==> config.mk <==
export PLATFORM = sky130hd
export DESIGN_NAME = acc_top
export DESIGN_NICKNAME = d
export VERILOG_FILES = /design/src/include/acc_pkg.sv /design/src/rtl/acc_clock_divider.sv /design/src/rtl/acc_conv_seq.sv /design/src/rtl/acc_top.sv
export SDC_FILE = /design/constraint.sdc
export NUM_CORES = 1
export LEC_CHECK = 0
export BUFFER_PORTS_ARGS = -buffer_cell sky130_fd_sc_hd__buf_2
export CAP_MARGIN = 30
export CORE_MARGIN = 5
export CORE_UTILIZATION = 64
export CTS_BUF_LIST = sky130_fd_sc_hd__clkbuf_8
export DETAILED_ROUTE_END_ITERATION = 10
export GPL_TIMING_DRIVEN = 0
export PLACE_DENSITY = 0.88
export SKIP_CTS_REPAIR_TIMING = 1
export SLEW_MARGIN = 5
export SYNTH_ARGS = -nofsm -noshare
export SYNTH_HDL_FRONTEND = slang
export SYNTH_SLANG_ARGS = --single-unit
==> constraint.sdc <==
create_clock -name clk -period 6.15 [get_ports clk]
set_input_delay 0.615 -clock clk [delete_from_list [all_inputs] [get_ports clk]]
set_output_delay 0.615 -clock clk [all_outputs]
set_load 0.02 [all_outputs]
==> src/include/acc_pkg.sv <==
// Purpose: shared constants for the converter clock and control block
// Assumes: 8-bit register port, 40 MHz bus clock
// Notes:   offsets, field positions and timing counts live here
package acc_pkg;
	// Register map
	localparam logic [7:0] CLK_CFG_ADDR  = 8'h3f; // Clock configuration
	localparam logic [7:0] STATUS_ADDR   = 8'h3e; // Control and status
	localparam logic [7:0] RESULT_ADDR   = 8'h3d; // Result, low byte
	localparam logic [7:0] RESULT_H_ADDR = 8'h3c; // Result, high bits
	localparam logic [7:0] CLK_CFG_RESET = 8'h00; // All fields clear
	localparam logic [7:0] STATUS_RESET  = 8'h00;
	// Clock configuration fields
	localparam int LOW_POWER_BIT   = 7;
	localparam int DIV_HI_BIT      = 6;
	localparam int DIV_LO_BIT      = 5;
	localparam int IN_CLK_SEL_BIT  = 4;
	localparam int FMT_HI_BIT      = 3;
	localparam int FMT_LO_BIT      = 2;
	localparam int LONG_SMP_BIT    = 1;
	localparam int ASYNC_CLK_BIT   = 0;
	// Status fields
	localparam int DONE_BIT        = 7;
	localparam int IRQ_EN_BIT      = 6;
	localparam int START_BIT       = 5;
	localparam int CHAN_LO_BIT     = 0;
	localparam int CHAN_W          = 5;
	// Result formats: only right-justified ones survive
	localparam logic [1:0] FMT_8BIT  = 2'h0;
	localparam logic [1:0] FMT_10BIT = 2'h1;
	// Conversion lengths in converter clocks
	localparam int CONV_SHORT   = 21; // Bus clock, short sample
	localparam int CONV_LONG    = 44; // Async clock, long sample
	localparam int SAMPLE_EXTRA = 20; // Long sample adds this
	localparam int ASYNC_EXTRA  = 3;  // Async start-up overhead
	localparam int CNT_W        = 6;
	localparam int DIV_W        = 3;
endpackage

==> src/rtl/acc_clock_divider.sv <==
// Purpose: makes the converter clock tick from the chosen source
// Assumes: alternate and async ticks are synchronised one-cycle pulses
// Notes:   divide by 1, 2, 4 or 8
`timescale 1ns/1ps
module acc_clock_divider (
	input  wire logic       clk,
	input  wire logic       reset,
	input  wire logic       clkEn,
	input  wire logic       altTick,
	input  wire logic       asyncTick,
	input  wire logic       useAlt,
	input  wire logic       useAsync,
	input  wire logic [1:0] divideSel,
	output logic            convTick
);
	import acc_pkg::*;

	logic [DIV_W-1:0] count;      // Prescale counter
	logic [DIV_W-1:0] next_count;
	logic             srcTick;    // Selected source tick
	logic [DIV_W-1:0] limit;      // Terminal count

	// Source selection and terminal count
	always_comb begin
		if (useAsync)
			srcTick = asyncTick;
		else if (useAlt)
			srcTick = altTick;
		else
			srcTick = 1'b1;
		limit = DIV_W'((1 << divideSel) - 1); // Power-of-two divide
		next_count = count;
		convTick = 1'b0;
		if (srcTick) begin
			if (count >= limit) begin
				next_count = '0;
				convTick = 1'b1;
			end else begin
				next_count = count + DIV_W'(1);
			end
		end
	end

	// Counter register
	always_ff @(posedge clk or posedge reset) begin
		if (reset)
			count <= '0;
		else if (clkEn)
			count <= next_count;
	end
endmodule // acc_clock_divider

==> src/rtl/acc_conv_seq.sv <==
// Purpose: sequences one successive-approximation conversion
// Assumes: convTick marks one converter clock
// Notes:   compare result comes from the analog comparator
`timescale 1ns/1ps
module acc_conv_seq (
	input  wire logic       clk,
	input  wire logic       reset,
	input  wire logic       clkEn,
	input  wire logic       convTick,
	input  wire logic       start,
	input  wire logic [5:0] convLength,
	input  wire logic       cmpHigh,
	output logic            sampling,
	output logic [9:0]      trial,
	output logic            donePulse,
	output logic [9:0]      result
);
	import acc_pkg::*;

	typedef enum logic [1:0] {IDLE, RUN} acc_seq_t;
	acc_seq_t         state;      // Sequencer state
	acc_seq_t         next_state;
	logic [CNT_W-1:0] count;      // Converter clocks used
	logic [CNT_W-1:0] next_count;
	logic [9:0]       next_trial;
	logic [9:0]       next_result;
	logic [3:0]       bitIdx;     // Bit under test
	logic [3:0]       next_bitIdx;
	logic [CNT_W-1:0] bitStart;   // Clock where bit trials begin

	// Next-state logic; trials fill the last ten clocks
	always_comb begin
		next_state = state;
		next_count = count;
		next_trial = trial;
		next_result = result;
		next_bitIdx = bitIdx;
		donePulse = 1'b0;
		bitStart = convLength - CNT_W'(10);
		unique case (state)
			IDLE: begin
				if (start) begin
					next_state = RUN;
					next_count = '0;
					next_trial = 10'h200;
					next_bitIdx = 4'h9;
				end
			end
			RUN: begin
				if (convTick) begin
					next_count = count + CNT_W'(1);
					if (count >= bitStart) begin
						if (!cmpHigh)
							next_trial[bitIdx] = 1'b0;
						if (bitIdx != 4'h0) begin
							next_trial[bitIdx-4'h1] = 1'b1;
							next_bitIdx = bitIdx - 4'h1;
						end
					end
					if (count == convLength - CNT_W'(1)) begin
						next_state = IDLE;
						next_result = next_trial;
						donePulse = 1'b1;
					end
				end
			end
		endcase
	end

	assign sampling = (state == RUN) && (count < bitStart);

	// State registers
	always_ff @(posedge clk or posedge reset) begin
		if (reset) begin
			state <= IDLE;
			count <= '0;
			trial <= '0;
			result <= '0;
			bitIdx <= '0;
		end else if (clkEn) begin
			state <= next_state;
			count <= next_count;
			trial <= next_trial;
			result <= next_result;
			bitIdx <= next_bitIdx;
		end
	end
endmodule // acc_conv_seq

==> src/rtl/acc_top.sv <==
// Purpose: converter clock configuration, status and control
// Assumes: register port on clk; pins and async tick are external
// Notes:   conversion continues in stop when the async clock is on
//
// Implementation choice: the plain strobed port.
`timescale 1ns/1ps

module acc_top (
	input  wire logic       clk,
	input  wire logic       reset,
	input  wire logic       clkEn,
	input  wire logic [7:0] addr,
	input  wire logic [7:0] wrData,
	input  wire logic       wrStb,
	input  wire logic       rdStb,
	output logic      [7:0] rdData,
	input  wire logic       altClkPin,
	input  wire logic       asyncClkPin,
	input  wire logic       stopMode,
	input  wire logic       cmpHighPin,
	output logic            lowPower,
	output logic            sampling,
	output logic      [9:0] trialCode,
	output logic      [4:0] channel,
	output logic            converting
);
	import acc_pkg::*;

	logic [7:0] clkCfg;        // Clock configuration register
	logic [7:0] next_clkCfg;
	logic       doneFlag;      // Conversion complete
	logic       next_doneFlag;
	logic       irqEnable;     // Kept for software, no effect on done
	logic       next_irqEnable;
	logic [4:0] next_channel;
	logic [7:0] next_rdData;
	logic       startReq;      // Start pulse to the sequencer
	logic [2:0] altSync;       // Sync plus edge stage
	logic [2:0] asyncSync;
	logic       altTick;
	logic       asyncTick;
	logic       convTick;
	logic       tickGated;     // Tick after stop gating
	logic       doneP;
	logic [9:0] result;
	logic [5:0] convLength;
	logic       busy;          // Status view of a conversion in flight
	logic       convActive;    // Set by start, cleared by done
	logic       next_convActive;

	// Pin synchronisers; edge detect reads only stage two onward
	always_ff @(posedge clk or posedge reset) begin
		if (reset) begin
			altSync <= '0;
			asyncSync <= '0;
		end else if (clkEn) begin
			altSync <= {altSync[1:0], altClkPin};
			asyncSync <= {asyncSync[1:0], asyncClkPin};
		end
	end
	assign altTick = altSync[1] & ~altSync[2];
	assign asyncTick = asyncSync[1] & ~asyncSync[2];

	// Length: short base, plus long sample, plus async overhead
	always_comb begin
		convLength = 6'(CONV_SHORT);
		if (clkCfg[LONG_SMP_BIT])
			convLength = convLength + 6'(SAMPLE_EXTRA);
		if (clkCfg[ASYNC_CLK_BIT])
			convLength = convLength + 6'(ASYNC_EXTRA);
	end

	// Stop freezes the bus-clocked path unless async is on
	assign tickGated = convTick & (~stopMode | clkCfg[ASYNC_CLK_BIT]);

	acc_clock_divider u_div (
		.clk      (clk),
		.reset    (reset),
		.clkEn    (clkEn),
		.altTick  (altTick),
		.asyncTick(asyncTick),
		.useAlt   (clkCfg[IN_CLK_SEL_BIT]),
		.useAsync (clkCfg[ASYNC_CLK_BIT]),
		.divideSel({clkCfg[DIV_HI_BIT], clkCfg[DIV_LO_BIT]}),
		.convTick (convTick)
	);

	// Comparator answers the registered trial code within one bus
	// cycle, so it is same-clock logic; a two-stage synchroniser would
	// hand the sequencer a verdict two trials old at divide-by-one
	acc_conv_seq u_seq (
		.clk       (clk),
		.reset     (reset),
		.clkEn     (clkEn),
		.convTick  (tickGated),
		.start     (startReq),
		.convLength(convLength),
		.cmpHigh   (cmpHighPin),
		.sampling  (sampling),
		.trial     (trialCode),
		.donePulse (doneP),
		.result    (result)
	);

	assign busy = convActive;
	assign lowPower = clkCfg[LOW_POWER_BIT];

	// Register writes and flag update
	always_comb begin
		next_clkCfg = clkCfg;
		next_doneFlag = doneFlag;
		next_irqEnable = irqEnable;
		next_channel = channel;
		startReq = 1'b0;
		next_convActive = convActive;
		if (wrStb && addr == CLK_CFG_ADDR) begin
			next_clkCfg = wrData;
			if (wrData[FMT_HI_BIT])
				next_clkCfg[FMT_HI_BIT] = 1'b0;
		end
		if (wrStb && addr == STATUS_ADDR) begin
			// Writing status clears done; start bit set in the data starts a conversion
			next_irqEnable = wrData[IRQ_EN_BIT];
			next_channel = wrData[CHAN_LO_BIT +: CHAN_W];
			next_doneFlag = 1'b0;
			startReq = wrData[START_BIT];
		end
		if (rdStb && addr == RESULT_ADDR)
			next_doneFlag = 1'b0;
		// Set wins over clear, independent of irq enable
		if (doneP)
			next_doneFlag = 1'b1;
		// Busy follows the sequencer: start raises it, done drops it
		if (startReq)
			next_convActive = 1'b1;
		if (doneP)
			next_convActive = 1'b0;
	end

	// Read mux; done bit is read-only
	always_comb begin
		next_rdData = 8'h00;
		if (rdStb) begin
			unique case (addr)
				CLK_CFG_ADDR: next_rdData = clkCfg;
				STATUS_ADDR:  next_rdData = {doneFlag, irqEnable,
					busy, channel};
				RESULT_ADDR: begin
					if (clkCfg[FMT_LO_BIT +: 2] == FMT_10BIT)
						next_rdData = result[7:0];
					else
						next_rdData = result[9:2];
				end
				RESULT_H_ADDR: next_rdData = {6'h00, result[9:8]};
				default:      next_rdData = 8'h00;
			endcase
		end
	end

	// Register state
	always_ff @(posedge clk or posedge reset) begin
		if (reset) begin
			clkCfg <= CLK_CFG_RESET;
			doneFlag <= 1'b0;
			irqEnable <= 1'b0;
			channel <= '0;
			rdData <= 8'h00;
			convActive <= 1'b0;
		end else if (clkEn) begin
			clkCfg <= next_clkCfg;
			doneFlag <= next_doneFlag;
			irqEnable <= next_irqEnable;
			channel <= next_channel;
			rdData <= next_rdData;
			convActive <= next_convActive;
		end
	end
	assign converting = convActive;

	// Checks
	property p_done_sets;
		@(posedge clk) disable iff (reset)
		(clkEn && doneP) |=> doneFlag;
	endproperty
	a_done_sets: assert property (p_done_sets)
		else $error("done flag not set after conversion");

	property p_lowpower;
		@(posedge clk) disable iff (reset)
		(clkEn && wrStb && addr == CLK_CFG_ADDR)
		|=> lowPower == |($past(wrData) & 8'(1 << LOW_POWER_BIT));
	endproperty
	a_lowpower: assert property (p_lowpower)
		else $error("low power output mismatch");

	property p_no_left;
		@(posedge clk) disable iff (reset)
		!clkCfg[FMT_HI_BIT];
	endproperty
	a_no_left: assert property (p_no_left)
		else $error("left justified format stored");

	property p_len;
		@(posedge clk) disable iff (reset)
		convLength >= 6'(CONV_SHORT) && convLength <= 6'(CONV_LONG);
	endproperty
	a_len: assert property (p_len)
		else $error("conversion length out of range");

	property p_cfg_write;
		@(posedge clk) disable iff (reset)
		(clkEn && wrStb && addr == CLK_CFG_ADDR && !wrData[FMT_HI_BIT])
		|=> clkCfg == $past(wrData);
	endproperty
	a_cfg_write: assert property (p_cfg_write)
		else $error("clock register write lost");

	property p_stop;
		@(posedge clk) disable iff (reset)
		(stopMode && !clkCfg[ASYNC_CLK_BIT]) |-> !tickGated;
	endproperty
	a_stop: assert property (p_stop)
		else $error("tick in stop without async clock");

	property p_done_clear_wr;
		@(posedge clk) disable iff (reset)
		(clkEn && wrStb && addr == STATUS_ADDR && !doneP) |=> !doneFlag;
	endproperty
	a_done_clear_wr: assert property (p_done_clear_wr)
		else $error("done flag not cleared by status write");

	property p_done_clear_rd;
		@(posedge clk) disable iff (reset)
		(clkEn && rdStb && addr == RESULT_ADDR && !doneP) |=> !doneFlag;
	endproperty
	a_done_clear_rd: assert property (p_done_clear_rd)
		else $error("done flag not cleared by result read");

	property p_done_hold;
		@(posedge clk) disable iff (reset)
		(clkEn && !doneP && !(wrStb && addr == STATUS_ADDR)
			&& !(rdStb && addr == RESULT_ADDR))
		|=> doneFlag == $past(doneFlag);
	endproperty
	a_done_hold: assert property (p_done_hold)
		else $error("done flag changed without cause");

	property p_long_len;
		@(posedge clk) disable iff (reset)
		clkCfg[LONG_SMP_BIT]
		|-> convLength >= 6'(CONV_SHORT + SAMPLE_EXTRA);
	endproperty
	a_long_len: assert property (p_long_len)
		else $error("long sample did not lengthen conversion");

	property p_start_samples;
		@(posedge clk) disable iff (reset)
		(clkEn && startReq && !convActive) |=> sampling;
	endproperty
	a_start_samples: assert property (p_start_samples)
		else $error("conversion did not open with sampling");

	property p_async_run;
		@(posedge clk) disable iff (reset)
		(clkEn && clkCfg[ASYNC_CLK_BIT] && convTick) |-> tickGated;
	endproperty
	a_async_run: assert property (p_async_run)
		else $error("async tick lost");

	property p_short_len;
		@(posedge clk) disable iff (reset)
		(!clkCfg[ASYNC_CLK_BIT] && !clkCfg[LONG_SMP_BIT])
		|-> convLength == 6'(CONV_SHORT);
	endproperty
	a_short_len: assert property (p_short_len)
		else $error("short conversion length wrong");

	property p_full_len;
		@(posedge clk) disable iff (reset)
		(clkCfg[ASYNC_CLK_BIT] && clkCfg[LONG_SMP_BIT])
		|-> convLength == 6'(CONV_LONG);
	endproperty
	a_full_len: assert property (p_full_len)
		else $error("longest conversion length wrong");

	property p_busy_end;
		@(posedge clk) disable iff (reset)
		(clkEn && doneP) |=> !converting;
	endproperty
	a_busy_end: assert property (p_busy_end)
		else $error("still converting after done");

	property p_rd_cfg;
		@(posedge clk) disable iff (reset)
		(clkEn && rdStb && addr == CLK_CFG_ADDR) |=> rdData == $past(clkCfg);
	endproperty
	a_rd_cfg: assert property (p_rd_cfg)
		else $error("clock register read wrong");

	property p_rd_idle;
		@(posedge clk) disable iff (reset)
		(clkEn && !rdStb) |=> rdData == 8'h00;
	endproperty
	a_rd_idle: assert property (p_rd_idle)
		else $error("read data without a read");

	property p_alt_pulse;
		@(posedge clk) disable iff (reset)
		(clkEn && altTick) |=> !altTick;
	endproperty
	a_alt_pulse: assert property (p_alt_pulse)
		else $error("alternate tick longer than one cycle");
endmodule // acc_top

After elaboration in Yosys (flattened, before gate mapping) --
Cells that the tools add are included.
Storage, ports and cells: input port bits 25, logic and storage cells 113, flip-flop bits (word level) 64
Cells by class: reductions and logical operators 19, equal/unequal tests 11, add/sub/neg operators 7, bitwise logic cells 10, multiplexer cells 44, shifts and indexed selects 1, order comparisons 7
Operator list (count):
- 2-to-1 mux 10 bit | 8
- == test 8 x 6 -> 1 bit (second input constant) | 4
- one-hot mux 8 bit (4 select lines) | 1
- 2-to-1 mux 6 bit | 4
- one-hot mux 10 bit (2 select lines) | 1
- 2-to-1 mux 4 bit | 4
- 2-to-1 mux 8 bit | 2
- 2-to-1 mux 1 bit | 15
- one-hot mux 6 bit (2 select lines) | 1
- bitwise AND 10 bit | 1
- < comparator 4 x 5 -> 1 bit (second input constant) | 2
- inverter 10 bit | 1
- OR 10 bit | 1
- AND reduction 2 bit | 5
- demux 1 bit (select 4 bit) | 2
- greater-or-equal comparator 4 x 1 -> 1 bit (second input constant) | 2
- one-hot mux 4 bit (2 select lines) | 1
- AND reduction 4 bit | 2
- adder 6 x 1 -> 6 bit (second input constant) | 1
- adder 6 x 2 -> 6 bit (second input constant) | 1
- == test 6 bit | 1
- greater-or-equal comparator 6 bit | 1
- logical AND 1 bit | 6
- < comparator 6 bit | 1
- other kinds (22) | 31

Longest topological paths before layout --
depth after elaboration 15, mapped depth 12, mapped depth without buffers 10

Modules after synthesis --
From an unflattened synthesis, not the netlist that was laid out.
Second synthesis, totals: cell total of the unflattened synthesis 384, area, all modules 3888.7 um^2
Modules (own cells, without submodules):
- acc_conv_seq | area an instance 2069.5 um^2, cells an instance 227, times used 1
- acc_top | area an instance 1556.5 um^2, cells an instance 127, times used 1
- acc_clock_divider | area an instance 262.8 um^2, cells an instance 30, times used 1

Least setup slack after synthesis --
OpenSTA, ideal clock, no wires.
path kind flip-flop to flip-flop, start point reg clkCfg[0], end point reg u_seq.result[4], stages on the path, launching flop included 13, path slack 3629 ps, data arrival time 2457 ps, period minus slack after synthesis 2521 ps, cells stage by stage dfrtp_1 > buf_4 > inv_2 > ha_1 > inv_1 > ha_1 > nand3_1 > or2_1 > o21ba_1 > buf_4 > a2111oi_4 > a22o_1 > mux2_4
On the way: cells in the longest elaborated chain, start to end 4, elaborated cells between the ends (all ways) 11, those cells by class add/sub: 2; order compare: 1; eq/ne: 1; mux: 4; bitwise: 2; reduce/logical: 1
Ends and longest elaborated chain:
- from (decl) | line acc_top.sv:29 | logic [7:0] clkCfg;
- from (signal assigned) | line acc_top.sv:170 | clkCfg <= next_clkCfg;
- 2-to-1 mux 6 bit / 2-to-1 mux 1 bit (equally long branches) | line acc_top.sv:69, acc_clock_divider.sv:25
- subtractor 6 x 4 -> 6 bit (tied with other cells) | line acc_conv_seq.sv:39 | bitStart = convLength - CNT_W'(10);
- greater-or-equal comparator 6 bit (tied with other cells) | line acc_conv_seq.sv:52 | if (count >= bitStart) begin
- 2-to-1 mux 10 bit / AND reduction 4 bit (equally long branches)
- to (signal assigned) | line acc_conv_seq.sv:84 | result <= next_result;
- to (decl) | line acc_conv_seq.sv:16 | output logic [9:0] result
Parallel ways exist; a longest one is shown, timed or not. A chain may end at the register's enable or synchronous reset.

Worst setup path in the final report --
start point reg clkCfg[1], end point out sampling
On the way: cells in the longest elaborated chain, start to end 6
Ends and longest elaborated chain:
- 2-to-1 mux 6 bit (*) | line acc_top.sv:67 | if (clkCfg[LONG_SMP_BIT])
- adder 6 x 2 -> 6 bit | line acc_top.sv:70 | convLength = convLength + 6'(ASYNC_EXTRA);
- 2-to-1 mux 6 bit (*) | line acc_top.sv:69 | if (clkCfg[ASYNC_CLK_BIT])
- subtractor 6 x 4 -> 6 bit (*) | line acc_conv_seq.sv:39
- < comparator 6 bit (*) | line acc_conv_seq.sv:70 | assign sampling = (state == RUN) && (count < bitStart);
- logical AND 1 bit (*) | line acc_conv_seq.sv:70
- to (decl) | line acc_top.sv:22 | output logic sampling,
Mark *: on every way between the ends. The rest lies on a longest branch, timed or not.

==> reports/metrics.yaml <==
finish:
  area_growth_pct: 15.2
  fin_nets: 462
  fin_area_sq_mm: 0.00423
  final_common_cell: "dfrtp_1"
  layout-drive-gt1-share: 0.271
  fill_cells: 344
  final_cell_mix: "63 x dfrtp_1, 53 x buf_2, 30 x nand2_1"
  antenna_cells: 0
clocking:
  h-tree-depth: 3
  cts_tree: "yes"
  cts_root_buffer: "clkbuf_8"
  clk_latency_ns: 0.35
  cts_buffers: 9
  clkSlewWorstSetupHoldPaths_ns: 0.08
  cts.path.max_buffers: 2
  clkSinkCount: 63
worst_setup_path:
  path_class: "reg2out"
  r2r_cells: 11
  worstPathMaxFanout: 7
  worstPathRequired_ns: 5.53
  end_kind: "output pin"
  r2r_start: "clkCfg[1]"
  cp.arrival_ns: 2.39
  reg2reg_to: "u_seq.result[6]"
  reg2reg_slack_ns: 3.28
  startpoint_type: "flip-flop"
sta:
  period_share: 0.489
  fin_skew_ns: 0.00466
  slew-limit-headroom: 0.452
  setup_viol: 0
  fin_setup_tns_ns: 0
  max_clock_freq_mhz: 333
  drv_slew: 0
  worst_slew_pin_slew_ns: 0.822
  hold_viol: 0
  period_minus_slack_ns: 3.01
  rsz0062_at_grt: "no"
  fin_ws_ns: 3.14
placed_design:
  hpwlAfterDp_mm: 6.48
  pre_cts_slack_ns: 3.34
  place.port_buffers: 49
  dpl_cell_area_sq_mm: 0.00402
  place.gp.congestion: 0.931
power_and_ir_drop:
  p_sw_frac: 0.388
  leakage_uw: 0.00201
  p_switching_uw: 548
  peakVddDrop_v: 0.000209
  clkPwrFrac: 0.267
  intPower_uw: 863
  p_seq_frac: 0.385
  powerDensity_mw_per_mm2: 334
  power_frac_comb: 0.348
route:
  drt_first_pass_iters: 6
  drtIter0Drc: 251
  vias_per_cell: 6.22
  vias: 3083
  routedWlPerCell_um: 18.0
  routed_wl_mm: 8.91
  remaining_drc_errors: 0
  drtAntennaViolNets: 0
synthesis:
  yosysTopAreaCellShare: 0.430
  synthCells: 358
  synth_edf_count: 0
  synthSimpleGateAreaFrac: 0.147
  dominantRegCellSynth: "dfrtp_1"
  synth_xor_area_frac: 0.0119
  synthAdderAreaFrac: 0.0614
  syn-cell-area_sq_mm: 0.00367
  synth_top_family_by_area: "compound AO/OA/AOI/OAI gates"
  synth.yosys.seq_area_share: 0.430
  netlist.top_cell.by_area: "dfrtp_1"
  yosys-top-cells-area: "dfrtp_1 43%, mux2_2 6.8%, ha_1 6.1%"
  syn_avg_cell_area_sq_um: 10.2
  synth-seq-cells: 63
  synth_compound_area_frac: 0.162
  yosysWarningCount: 0
  syn-num-nets: 401
  synthArstFlopShare: 1.00
  ys_types: 52
  synth.area.mux_share: 0.138
grt:
  grt_use_met1: 0.342
  grt_pass1_wl_mm: 14.9
  grt_busiest_layer: "met2"
  track_usage: 0.259
  grt_pass1_vias: 3047
  grt_overflow: 0
  antenna_found_initial: 0
  met2_usage: 0.422
  grt_max_degree: 44
  met3_usage: 0.0500
status:
  outcome: "completed"
die:
  die_w_um: 85.7
  core_area_sq_mm: 0.00554
  die_h_um: 85.7
  initial_core_util: 0.662
  die_area_sq_mm: 0.00735
  ioPinCount: 51
  row_count: 27
hold_path:
  min_path_type: "in2async"
run:
  drv_cap: 0
critical path: stages, from the launching register on:
cell	delay, ns
dfrtp_1	0.49
inv_1	0.12
ha_1	0.37
inv_1	0.07
ha_1	0.29
nand3_1	0.08
or2_1	0.15
nor2_1	0.05
nor3_1	0.20
buf_2	0.22
metal layers:
layer,part of all wire,vias to the layer above
met4,0.016,0
met1,0.42,1498
met2,0.49,151
met3,0.072,16
li1,-,1418
met5,0,-
power by group through the flow:
stage / Combinational, uW / Sequential, uW / Clock [uW]
3_3_place_gp: 460 / 543 / 0
4_1_cts: 486 / 540 / 377
5_1_grt: 541 / 553 / 395
6_report: 491 / 543 / 376
3_5_place_dp: 480 / 548 / 0
2_1_floorplan: 347 / 549 / 0
logic make-up (layout without fill, tap and decap cells):
| logic type | after synthesis | count (layout) |
|---|---|---|
| DFF | 63 | 63 |
| muxes | 43 | 43 |
| and+or+nand+nor | 102 | 102 |
| buffers and inverters | 44 | 110 |
| AOI/OAI and AO/OA | 83 | 83 |
| xor gates and xnor gates | 5 | 5 |
| adders and majority gates | 18 | 18 |
sequential cells by signal (all words and copies together), names as in the netlist:
name / flops
u_seq.result: 10
u_seq.trial: 10
rdData: 8
clkCfg: 7
u_seq.count: 6
channel: 5
u_seq.bitIdx: 4
altSync: 3
asyncSync: 3
u_div.count: 3
converting: 1
doneFlag: 1
irqEnable: 1
u_seq.state: 1
worst max path at each step:
stage / slack [ns] / cells past startpoint / start / end
2_1_floorplan: 3.63 / 12 / clkCfg[0] / u_seq.result[4]
3_3_place_gp: 3.27 / 2 / reset / u_seq.trial[2]
3_5_place_dp: 3.34 / 11 / clkCfg[1] / u_seq.result[6]
5_1_grt: 3.03 / 9 / clkCfg[0] / sampling
6_report: 3.14 / 9 / clkCfg[1] / sampling
4_1_cts: 3.17 / 9 / clkCfg[1] / sampling
per-stage QoR:
stage	power (uW)	hold WS, ns	utilization	std cells
after floorplan	895	0.446	-	358
final	1410	0.270	0.763	496
after global placement	1000	0.454	0.723	479
after global routing	1490	0.318	0.763	496
after detailed placement	1030	0.494	0.726	480
after CTS	1400	0.280	0.763	496
layout make-up:
type / instances / area (sq um) / area share
clock inverter: 7 / 80.1 / 0.0189
tap: 72 / 90.1 / 0.0213
multi-input combinational: 251 / 1910 / 0.451
inverter: 28 / 105 / 0.0249
sequential: 63 / 1580 / 0.373
clock buffer: 9 / 124 / 0.0293
buffer: 16 / 80.1 / 0.0189
timing repair buffer: 50 / 265 / 0.0627
Yosys cell counts (3+ instances only):
master and number:
a22o_1 17, nor2_1 14, buf_2 4, mux2i_1 13, dfrtp_1 63, o22ai_1 7, nand3_1 20, a21boi_0 3
mux2_2 22, nor2b_1 7, mux2_4 7, o21ai_0 17, or3_1 4, nor3_1 6, nand2_1 30, clkbuf_1 9
xnor2_1 5, nand2b_1 7, a22oi_1 5, a21oi_1 14, ha_1 18, inv_1 27
Note: power is estimated with default switching activity, not from simulation.
